[src/cro_map.svh]
// Register offsets, field positions, reset values and opcodes of the return/clear unit
`ifndef CRO_MAP_SVH
`define CRO_MAP_SVH

// ----------------------------------------------------------------
// Register byte offsets
// ----------------------------------------------------------------
`define CRO_OFF_CMD     8'h00
`define CRO_OFF_PC      8'h04
`define CRO_OFF_SP      8'h08
`define CRO_OFF_FLAGS   8'h0C
`define CRO_OFF_DP      8'h10
`define CRO_OFF_AB      8'h14
`define CRO_OFF_PORTD   8'h18
`define CRO_OFF_SAVE    8'h1C
`define CRO_OFF_STACK   8'h40

// ----------------------------------------------------------------
// Field positions
// ----------------------------------------------------------------
`define CRO_FLAG_CY     0
`define CRO_FLAG_SKIP   1
`define CRO_FLAG_NOP    2
`define CRO_FLAG_LXY    3
`define CRO_CMD_BUSY    0
`define CRO_DP_Y_LSB    4
`define CRO_DP_Z_LSB    8
`define CRO_AB_B_LSB    4

// ----------------------------------------------------------------
// Opcodes (10-bit instruction words)
// ----------------------------------------------------------------
`define CRO_OP_CLR_CARRY 10'h006
`define CRO_OP_PORT_CLR  10'h014
`define CRO_OP_SUB_RET   10'h044
`define CRO_OP_INT_RET   10'h046

// ----------------------------------------------------------------
// Reset values and limits
// ----------------------------------------------------------------
`define CRO_RST_ZERO    32'h0000_0000
`define CRO_PORT_BITS   8

`endif

[src/cro_pkg.sv]
// Types shared by the return/clear unit
`default_nettype none
package cro_pkg;

	// Execution state, one-hot
	typedef enum logic [2:0] {
		CRO_IDLE = 3'b001,
		CRO_EXEC = 3'b010,
		CRO_RET2 = 3'b100
	} cro_state_e;

	// State saved on interrupt entry, a in the low bits
	typedef struct packed {
		logic       lxy;
		logic       nop;
		logic       skip;
		logic       cy;
		logic [1:0] z;
		logic [3:0] y;
		logic [3:0] x;
		logic [3:0] b;
		logic [3:0] a;
	} cro_save_s;

	// Live processor state touched by these operations
	typedef struct packed {
		logic       lxy;
		logic       nop;
		logic       skip;
		logic       cy;
		logic [1:0] z;
		logic [3:0] y;
		logic [3:0] x;
		logic [3:0] b;
		logic [3:0] a;
	} cro_cpu_s;

endpackage : cro_pkg
`default_nettype wire

[src/cro_stack.sv]
// Return stack storage with one write port and two read ports
`default_nettype none
module cro_stack #(
	parameter int DEPTH = 8,
	parameter int WIDTH = 14
) (
	input  wire logic                     clk_i,   // System clock
	input  wire logic                     ce_i,    // Clock enable
	input  wire logic                     we_i,    // Write strobe
	input  wire logic [$clog2(DEPTH)-1:0] widx_i,  // Write index
	input  wire logic [WIDTH-1:0]         wdat_i,  // Write data
	input  wire logic [$clog2(DEPTH)-1:0] ridx_a_i, // Read index, execution side
	output logic      [WIDTH-1:0]         rdat_a_o, // Read data, execution side
	input  wire logic [$clog2(DEPTH)-1:0] ridx_b_i, // Read index, bus side
	output logic      [WIDTH-1:0]         rdat_b_o  // Read data, bus side
);

	// ----------------------------------------------------------------
	// Parameter check
	// ----------------------------------------------------------------
	if (DEPTH < 2 || (DEPTH & (DEPTH - 1)) != 0 || WIDTH < 1 || WIDTH > 16) begin : g_chk
		$error("cro_stack: DEPTH must be a power of two >= 2, WIDTH 1..16");
	end

	logic [WIDTH-1:0] mem_q [DEPTH];

	// Entries have no reset; software loads them before any return
	always_ff @(posedge clk_i) begin
		if (ce_i && we_i) begin
			mem_q[widx_i] <= wdat_i;
		end
	end

	// Combinational reads so a return picks its target in one cycle
	always_comb begin
		rdat_a_o = mem_q[ridx_a_i];
		rdat_b_o = mem_q[ridx_b_i];
	end

endmodule : cro_stack
`default_nettype wire

[src/cro_top.sv]
// Carry clear, port bit clear and return operations with a Wishbone register slave
`include "cro_map.svh"
`default_nettype none

//  Contract
// - Port-clear zeroes port bit chosen by Y (0..7); one word, one cycle.
// - Subroutine return loads PC from stack at SP, then SP minus one; two cycles.
// - Interrupt return loads PC from stack, decrements SP; one cycle, carry restored from saved state.
// - Interrupt return restores saved X, Y, Z, carry, skip and no-op mode status.
// - Interrupt return also restores load-suppression status, accumulator and B.
module cro_top #(
	parameter int PC_W     = 14,
	parameter int SK_DEPTH = 8
) (
	input  wire logic        clk_i,     // 200 MHz system clock
	input  wire logic        resetn_i,  // Asynchronous reset, active low
	input  wire logic        ce_i,      // Clock enable, freezes all state when low
	input  wire logic        wb_cyc_i,  // Wishbone cycle
	input  wire logic        wb_stb_i,  // Wishbone strobe
	input  wire logic        wb_we_i,   // Wishbone write enable
	input  wire logic [7:0]  wb_adr_i,  // Wishbone byte address
	input  wire logic [3:0]  wb_sel_i,  // Wishbone byte selects
	input  wire logic [31:0] wb_dat_i,  // Wishbone write data
	output logic      [31:0] wb_dat_o,  // Wishbone read data, registered
	output logic             wb_ack_o,  // Wishbone acknowledge, registered
	output logic      [7:0]  port_d_o,  // Output port bits, registered
	output logic             busy_o     // Operation in progress, registered
);

	localparam int SPW = $clog2(SK_DEPTH);

	// ----------------------------------------------------------------
	// Parameter check
	// ----------------------------------------------------------------
	if (PC_W < 1 || PC_W > 16 || SK_DEPTH < 2 || SK_DEPTH > 16) begin : g_chk
		$error("cro_top: PC_W must be 1..16 and SK_DEPTH 2..16");
	end

	// ----------------------------------------------------------------
	// Reset release
	// ----------------------------------------------------------------
	logic [1:0] rst_sync_q;
	logic       rst_n;

	// Two stages keep the release clean of the asynchronous edge
	always_ff @(posedge clk_i or negedge resetn_i) begin
		if (!resetn_i) begin
			rst_sync_q <= 2'b00;
		end else begin
			rst_sync_q <= {rst_sync_q[0], 1'b1};
		end
	end
	assign rst_n = rst_sync_q[1];

	// ----------------------------------------------------------------
	// State
	// ----------------------------------------------------------------
	cro_pkg::cro_state_e st_q, st_d;
	cro_pkg::cro_cpu_s   cpu_q, cpu_d;
	cro_pkg::cro_save_s  save_q, save_d;
	logic [PC_W-1:0]     pc_q, pc_d;
	logic [SPW-1:0]      sp_q, sp_d;
	logic [9:0]          op_q, op_d;
	logic [7:0]          portd_q, portd_d;
	logic                ack_q, ack_d;
	logic [31:0]         rdat_q, rdat_d;

	logic                acc, wr, rd_en;
	logic [31:0]         wmask, rmux;
	logic [PC_W-1:0]     sk_rdat, sk_bdat;
	logic                sk_we;
	logic [SPW-1:0]      sk_bidx;
	logic                stk_hit;

	// ----------------------------------------------------------------
	// Bus decode
	// ----------------------------------------------------------------
	// Ack comes one cycle after the strobe and drops the next cycle
	always_comb begin
		acc     = wb_cyc_i && wb_stb_i && !ack_q;
		wr      = acc && wb_we_i;
		rd_en   = acc && !wb_we_i;
		wmask   = {{8{wb_sel_i[3]}}, {8{wb_sel_i[2]}}, {8{wb_sel_i[1]}}, {8{wb_sel_i[0]}}};
		stk_hit = wb_adr_i >= `CRO_OFF_STACK &&
		          wb_adr_i < (`CRO_OFF_STACK + 8'(SK_DEPTH * 4));
		sk_bidx = SPW'(wb_adr_i[7:2] - `CRO_OFF_STACK / 4);
		sk_we   = wr && stk_hit && st_q == cro_pkg::CRO_IDLE && wb_sel_i[0];
	end

	cro_stack #(
		.DEPTH (SK_DEPTH),
		.WIDTH (PC_W)
	) u_stack (
		.clk_i    (clk_i),
		.ce_i     (ce_i),
		.we_i     (sk_we),
		.widx_i   (sk_bidx),
		.wdat_i   (wb_dat_i[PC_W-1:0]),
		.ridx_a_i (sp_q),
		.rdat_a_o (sk_rdat),
		.ridx_b_i (sk_bidx),
		.rdat_b_o (sk_bdat)
	);

	// Read mux; unmapped offsets read as zero
	always_comb begin
		rmux = `CRO_RST_ZERO;
		if (stk_hit) begin
			rmux = 32'(sk_bdat);
		end else begin
			unique case (wb_adr_i)
				`CRO_OFF_CMD:   rmux = {22'h00_0000, op_q[9:1], st_q != cro_pkg::CRO_IDLE};
				`CRO_OFF_PC:    rmux = 32'(pc_q);
				`CRO_OFF_SP:    rmux = 32'(sp_q);
				`CRO_OFF_FLAGS: rmux = {28'h000_0000, cpu_q.lxy, cpu_q.nop,
				                        cpu_q.skip, cpu_q.cy};
				`CRO_OFF_DP:    rmux = {22'h00_0000, cpu_q.z, cpu_q.y, cpu_q.x};
				`CRO_OFF_AB:    rmux = {24'h00_0000, cpu_q.b, cpu_q.a};
				`CRO_OFF_PORTD: rmux = {24'h00_0000, portd_q};
				`CRO_OFF_SAVE:  rmux = {10'h000, save_q};
				default:        rmux = `CRO_RST_ZERO;
			endcase
		end
	end

	// ----------------------------------------------------------------
	// Next state: bus writes and instruction execution
	// ----------------------------------------------------------------
	always_comb begin
		logic [31:0] nv;
		logic [31:0] cur;
		nv      = `CRO_RST_ZERO;
		cur     = `CRO_RST_ZERO;
		st_d    = st_q;
		cpu_d   = cpu_q;
		save_d  = save_q;
		pc_d    = pc_q;
		sp_d    = sp_q;
		op_d    = op_q;
		portd_d = portd_q;
		ack_d   = acc;
		rdat_d  = rd_en ? rmux : `CRO_RST_ZERO;

		// State writes are dropped while an operation runs
		if (wr && st_q == cro_pkg::CRO_IDLE && !stk_hit) begin
			cur = rmux;
			nv  = (wb_dat_i & wmask) | (cur & ~wmask);
			unique case (wb_adr_i)
				`CRO_OFF_CMD: begin
					op_d = nv[9:0];
					st_d = cro_pkg::CRO_EXEC;
				end
				`CRO_OFF_PC:    pc_d = nv[PC_W-1:0];
				`CRO_OFF_SP:    sp_d = nv[SPW-1:0];
				`CRO_OFF_FLAGS: begin
					cpu_d.cy   = nv[`CRO_FLAG_CY];
					cpu_d.skip = nv[`CRO_FLAG_SKIP];
					cpu_d.nop  = nv[`CRO_FLAG_NOP];
					cpu_d.lxy  = nv[`CRO_FLAG_LXY];
				end
				`CRO_OFF_DP: begin
					cpu_d.x = nv[3:0];
					cpu_d.y = nv[`CRO_DP_Y_LSB +: 4];
					cpu_d.z = nv[`CRO_DP_Z_LSB +: 2];
				end
				`CRO_OFF_AB: begin
					cpu_d.a = nv[3:0];
					cpu_d.b = nv[`CRO_AB_B_LSB +: 4];
				end
				`CRO_OFF_PORTD: portd_d = nv[7:0];
				`CRO_OFF_SAVE:  save_d  = cro_pkg::cro_save_s'(nv[21:0]);
				default: ;
			endcase
		end

		unique case (st_q)
			cro_pkg::CRO_IDLE: ;
			cro_pkg::CRO_EXEC: begin
				st_d = cro_pkg::CRO_IDLE;
				unique case (op_q)
					`CRO_OP_CLR_CARRY: begin
						cpu_d.cy   = 1'b0;
						cpu_d.skip = 1'b0;
					end
					`CRO_OP_PORT_CLR: begin
						if (cpu_q.y < 4'(`CRO_PORT_BITS)) begin
							portd_d[cpu_q.y[2:0]] = 1'b0;
						end
					end
					// load PC, SP drops next cycle
					`CRO_OP_SUB_RET: begin
						pc_d = sk_rdat;
						st_d = cro_pkg::CRO_RET2;
					end
					// load PC and pop in one cycle
					`CRO_OP_INT_RET: begin
						pc_d = sk_rdat;
						sp_d = sp_q - SPW'(1);
						cpu_d.x    = save_q.x;
						cpu_d.y    = save_q.y;
						cpu_d.z    = save_q.z;
						cpu_d.cy   = save_q.cy;
						cpu_d.skip = save_q.skip;
						cpu_d.nop  = save_q.nop;
						cpu_d.lxy  = save_q.lxy;
						cpu_d.a    = save_q.a;
						cpu_d.b    = save_q.b;
					end
					default: ;  // Other opcodes are not handled here
				endcase
			end
			cro_pkg::CRO_RET2: begin
				sp_d = sp_q - SPW'(1);
				st_d = cro_pkg::CRO_IDLE;
			end
			default: st_d = cro_pkg::CRO_IDLE;
		endcase
	end

	// ----------------------------------------------------------------
	// Registers
	// ----------------------------------------------------------------
	// Clock enable freezes everything, bus handshake included
	always_ff @(posedge clk_i or negedge rst_n) begin
		if (!rst_n) begin
			st_q    <= cro_pkg::CRO_IDLE;
			cpu_q   <= '0;
			save_q  <= '0;
			pc_q    <= '0;
			sp_q    <= '0;
			op_q    <= '0;
			portd_q <= '0;
			ack_q   <= 1'b0;
			rdat_q  <= `CRO_RST_ZERO;
		end else if (ce_i) begin
			st_q    <= st_d;
			cpu_q   <= cpu_d;
			save_q  <= save_d;
			pc_q    <= pc_d;
			sp_q    <= sp_d;
			op_q    <= op_d;
			portd_q <= portd_d;
			ack_q   <= ack_d;
			rdat_q  <= rdat_d;
		end
	end

	// Busy mirrored in its own flop so the output stays registered
	logic busy_q;
	always_ff @(posedge clk_i or negedge rst_n) begin
		if (!rst_n) begin
			busy_q <= 1'b0;
		end else if (ce_i) begin
			busy_q <= st_d != cro_pkg::CRO_IDLE;
		end
	end

	// Outputs straight from flops
	assign wb_ack_o = ack_q;
	assign wb_dat_o = rdat_q;
	assign port_d_o = portd_q;
	assign busy_o   = busy_q;

endmodule : cro_top
`default_nettype wire

[config.mk]
export PLATFORM = sky130hd
export DESIGN_NAME = cro_top
export DESIGN_NICKNAME = d
export VERILOG_FILES = /design/src/cro_pkg.sv /design/src/cro_stack.sv /design/src/cro_top.sv
export VERILOG_INCLUDE_DIRS = /design/src
export SDC_FILE = /design/constraint.sdc
export NUM_CORES = 1
export LEC_CHECK = 0
export BUFFER_PORTS_ARGS = -buffer_cell sky130_fd_sc_hd__buf_2
export CAP_MARGIN = 20
export CORE_UTILIZATION = 54
export DETAILED_ROUTE_END_ITERATION = 8
export GPL_TIMING_DRIVEN = 0
export PLACE_DENSITY = 0.78
export SYNTH_ARGS = -nofsm -noshare
export SYNTH_HDL_FRONTEND = slang
export SYNTH_SLANG_ARGS = --single-unit
export TNS_END_PERCENT = 5
[constraint.sdc]
create_clock -name clk_i -period 3.2 [get_ports clk_i]
set_input_delay 0.64 -clock clk_i [delete_from_list [all_inputs] [get_ports clk_i]]
set_output_delay 0.64 -clock clk_i [all_outputs]
set_load 0.02 [all_outputs]
* Word level (Yosys, flattened, before mapping)
Memories as Yosys holds them, arrays and structs flattened.
Cells that the tools add are included.
** Operators by class
- Reductions and logical operators :: 19
- Bitwise logic cells :: 6
- Mux-type cells :: 32
- Equality and inequality tests :: 16
- Add/sub/neg operators :: 2
- $lt $le $gt $ge :: 5
** Operator list (count)
- one-hot mux 22 bit (8 select lines) :: 1
- two-way mux 22 bit :: 3
- two-way mux 14 bit :: 4
- two-way mux 8 bit :: 6
- bitwise AND 22 bit :: 2
- equality test 8 x 5 -> 1 bit (second input constant) :: 4
- two-way mux 32 bit :: 1
- NOT 22 bit :: 1
- OR 22 bit :: 1
- equality test 10 x 7 -> 1 bit (second input constant) :: 2
- two-way mux 18 bit :: 1
- two-way mux 3 bit :: 6
- equality test 8 x 4 -> 1 bit (second input constant) :: 2
- logical AND 1 bit :: 12
- one-hot mux 3 bit (2 select lines) :: 2
- equality test 10 x 3 -> 1 bit (second input constant) :: 1
- equality test 10 x 5 -> 1 bit (second input constant) :: 1
- two-way mux 10 bit :: 1
- bitwise AND 8 bit :: 1
- equality test 8 x 3 -> 1 bit (second input constant) :: 1
- >= comparator 8 x 7 -> 1 bit (second input constant) :: 1
- zero test 8 bit :: 1
- < comparator 8 x 7 -> 1 bit (second input constant) :: 1
- NOT 8 bit :: 1
- 16 further kinds :: 23
** Storage, ports and cells
- Bits in writable memories :: 112
- Register bits :: 118
- Bits of input ports :: 50
- Output and inout port bits :: 42
- Memories :: 1
- Word-level logic and storage cells :: 108
** Memories
- u_stack.mem_q :: depth 8, width 14, read ports 2, clocked after memory_dff 0, wr ports 1, RTL line cro_stack.sv:25 : logic [WIDTH-1:0] mem_q [DEPTH];

* Logic depth before layout (Yosys ltp)
- Word-level depth :: 11
- Mapped depth :: 9
- Gate-level depth less buffers :: 6

* Cells and area by module
A second synthesis with hierarchy kept.
** Unflattened totals
- Cell total of the unflattened synthesis :: 791
- Area total of the unflattened synthesis :: 10949.3 µm²
** By module, submodules not included
- cro_top :: cells each 568, instances 1, seq. area each 2703.8 µm², area each 5641.7 µm²
- cro_stack :: cells each 223, instances 1, seq. area each 3363.2 µm², area each 5307.6 µm²

* Least setup slack after synthesis
No wires, ideal clock.
- Path type :: input-to-reg
- Start point :: input port wb_adr_i[6]
- End point :: memory u_stack.mem_q[1][0] (enable)
- Stages on the path :: 4
- Setup time :: 0.403 ns
- Arrival time :: 2.510 ns
- Buffers on the path :: 0
- Path slack :: 0.287 ns
- Cells stage by stage :: inv_1 > nor3_1 > nand4_1 > nor3_1
** Between the ends
- Word-level cells in the longest chain between the ends :: 8
- Elaborated cells between the ends (all ways) :: 9
- Classes of those cells :: order compare: 2; mux: 2; reduce/logical: 5
** RTL lines
- from (decl) :: RTL line cro_top.sv:21 : input wire logic [7:0] wb_adr_i,
- >= comparator 8 x 7 -> 1 bit (no line) / < comparator 8 x 7 -> 1 bit (equally long branches)
- logical AND 1 bit (*) :: RTL line cro_top.sv:84 : stk_hit = wb_adr_i >= `CRO_OFF_STACK &&
- logical AND 1 bit (*) (3 in series) :: RTL line cro_top.sv:87 : sk_we = wr && stk_hit && st_q == cro_pkg::CRO_IDLE && wb_sel_i[0];
- logical AND 1 bit (*) :: RTL line cro_stack.sv:29 : if (ce_i && we_i) begin
- two-way mux 1 bit (*) :: RTL line cro_stack.sv:29
- two-way mux 1 bit (implied by the code) (*) :: RTL line cro_stack.sv:30 : mem_q[widx_i] <= wdat_i;
- to (decl) :: RTL line cro_stack.sv:25
Mark *: on every way between the ends. The rest lies on a longest branch, timed or not.

* Final worst setup path
- Start point :: register st_q[2]
- End point :: memory u_stack.mem_q[3][10] (enable)
** Between the ends
- Word-level cells in the longest chain between the ends :: 6
** RTL lines
- from (decl) :: RTL line cro_top.sv:58 : cro_pkg::cro_state_e st_q, st_d;
- from (signal assigned) :: RTL line cro_top.sv:226 : st_q <= cro_pkg::CRO_IDLE;
- from (signal assigned) :: RTL line cro_top.sv:236 : st_q <= st_d;
- equality test 3 x 1 -> 1 bit :: RTL line cro_top.sv:87
- logical AND 1 bit (2 in series) :: RTL line cro_top.sv:87
- logical AND 1 bit :: RTL line cro_stack.sv:29
- two-way mux 1 bit :: RTL line cro_stack.sv:29
- two-way mux 1 bit (implied by the code) :: RTL line cro_stack.sv:30
Every way passes these cells.

==> metrics <==
PD cells approximately 500 nW/um^2; PortBufs 67; Post-CTS Setup Inserts 0; die area 20260 um^2; Max Cap Viol 0; startpoint types flop; top cell type's share of synthesized area approximately a third; first-pass GRT wire length 46440 um; syn avg cell area 12.52 um^2; placed insts 1194; Post-Route WL 30720 um; Worst Clk Skew approximately 18 ps; Yosys reg bits 220; worst min path class in -> reg; Synth cell types 64; vias in the first global route 7842; number of flops mapped to enable cells by yosys 112; TritonCTS clock tree built; boundary pin count slightly above 90; pin count of the biggest net entering global routing 55; R2R setup slack 420 ps; die width approximately 140 um; Clock Sinks 220; slowest stage delay, CP between 800 and 900 ps; FP Rows 50; gp weighted congestion 0.9615; FILL cells 1428; Clock Tree Buf Depth 3; Via Count 7997; Post-CTS Hold Fix Bufs 1; cells resized by post-CTS repair 0; CP cell instances nand4bb_2 > nor2_1 > nand4_1 > nor2_2; core area 19020 um^2; register area share after synthesis between 50% and 60%; unrepaired setup endpoints after global routing false; GRT overflow 0; Area growth syn-to-layout 15.84%; CTS Buf Count 24; drt wl/cell 24.79 um; min Tclk post-route 2780 ps; Total GRT Usage between 30% and 40%; slowest CP cell nor2_2; Slew headroom 25.67%; Worst-path clk slew 60 ps; measured slew at the worst slew-check pin roughly 1100 ps; Skew-Pair Late Insertion Delay 530 ps; commonest non-fill, non-tap cell in the layout edfxtp_1; router iterations before antenna repair 5; Final Hold Fails 0; share of flip-flops with an asynchronous set or reset after synthesis 49.09%; fin crit share 86.86%; fmax 359.8 MHz; H-tree level count 1; Crit path arrival time around 2900 ps; Slew Limit Fails 0; DR vias/cell 6.454; leak pwr 4.987 nW; layout cells sized above 1 24.41%; Yosys warning total 0; number of diodes 0; antenna violations before repair 0; status complete, no violations; final setup vio count 0; Synth Flop Type edfxtp_1; DR DRC count 0; DRT antenna net count 0; Nets slightly above 1000; commonest non-fill, non-tap cells in the layout edfxtp_1 (112), dfrtp_1 (106), buf_2 (84), nand2_1 (80), o21ai_0 (67); clock root buffer clkbuf_16; Peak VDD IR 0.0004139 V; final non-filler cell total between 1000 and 1500; CP required 3330 ps; setup_tns 0 ps; Final Util 64.76%; Initial Utilization a little under three fifths; Setup CP Type reg -> reg; Die Y-Extent between 100 and 150 um; dpl hpwl 21570 um; Netlist Area Pre-Place roughly 11000 um^2; Synth area leaders edfxtp_1 (32%), dfrtp_1 (25%), mux4_2 (8.5%); Post-Syn Instances ~850; largest area contributor in the netlist edfxtp_1; initial DRC count 963; element type at the critical path end flop; Max Fanout on Critical Path 14
[flip-flops by register name, summed over array words and instances (netlist names)]
| register | flops |
|---|---|
| cpu_q | 22 |
| busy_o | 1 |
| wb_dat_o | 22 |
| op_q | 10 |
| rst_sync_q | 2 |
| sp_q | 3 |
| pc_q | 14 |
| wb_ack_o | 1 |
| u_stack.mem_q | 112 |
| port_d_o | 8 |
| save_q | 22 |
| st_q | 3 |
[final timing paths]
check                              startpoint                   end  cells after the start
worst max-delay path                  st_q[2]  u_stack.mem_q[3][10]                      4
min in group asynchronous       rst_sync_q[1]          wb_dat_o[16]                      0
worst min register to register  rst_sync_q[0]         rst_sync_q[1]                      0
worst min-delay path             wb_dat_i[16]            save_q[16]                      2
worst max register to register        st_q[2]  u_stack.mem_q[3][10]                      4
max in group asynchronous       rst_sync_q[1]             save_q[5]                      1
[layout make-up]
type | count | area [um^2] | share of cell area (%)
clock buffers | 35 | 734.5 | 5.963
multi-input cells | 541 | 4153 | 33.72
well taps | 260 | 325.3 | 2.641
repair buffers | 77 | 478.0 | 3.881
flip-flops and latches | 220 | 6071 | 49.29
clock inverters | 9 | 78.83 | 0.6400
plain buffers | 62 | 345.3 | 2.804
inverters | 35 | 131.4 | 1.067
[routing by layer]
layer	track usage, %	vias up	part of all wire [%]	wire length (um)
li1	-	3438	-	-
met2	49.36	574	46	14090
met1	42.78	3883	38	11760
met4	11.83	0	3.8	1158
met5	0	-	0	0
met3	7.672	102	12	3709
[synthesized netlist by cell type, types with 3 or more instances]
cell type and n:
a21oi_1 51, buf_4 20, nand4_1 4, mux4_2 40, and2_1 3, a22o_1 4
buf_2 17, and3_1 5, dfrtp_1 107, o22ai_1 27, nor3_4 3, mux2_2 11
a22oi_1 21, nand3_1 20, buf_1 4, a221oi_1 8, o21ai_1 12, nor3_1 6
nand2b_1 5, o211ai_1 4, o311ai_0 4, nor2_1 34, or4_4 3, o221ai_1 5
inv_1 34, edfxtp_1 112, nor2b_1 9, clkbuf_1 18, mux2i_1 65, nand2_1 80
o21ai_0 67
[stage by stage]
stage / power [mW] / hold WS [ps] / area [um^2] / setup WS (ps)
detailed placement: 3.408 / 347.3 / 11490 / 18.19
finish: 6.166 / 346.5 / 12320 / 420.5
global route: 6.303 / 342.2 / 12320 / 291.5
CTS: 6.154 / 346.8 / 12320 / 461.4
floorplan: 3.270 / 331.1 / 10670 / 286.9
global placement: 3.399 / 335.8 / 11330 / -1669
[cells by family after synthesis]
kind of cell             Yosys count  share of synthesized area, %
multiplexers                     119                         16.24
flip-flops                       220                         57.06
AND/OR/NAND/NOR                  194                         9.708
AO/OA/AOI/OAI                    216                         12.32
adder cells (fa/ha/maj)            1                        0.1177
buffers and inverters             97                         4.483
other                              2                       0.07063
[power breakdown]
part	leakage (nW)	total, mW	internal, mW	switching [mW]
Clock	0.397	2.80	1.67	1.13
Sequential	2.49	3.01	2.99	0.0197
Combinational	2.10	0.356	0.116	0.240
[worst max-delay path: cells and delay by family (launching register included)]
kind	cells	cell delay, ps
DFF	1	460
and+or+nand+nor	4	1920
No activity file was read; power rests on OpenSTA's default activity.
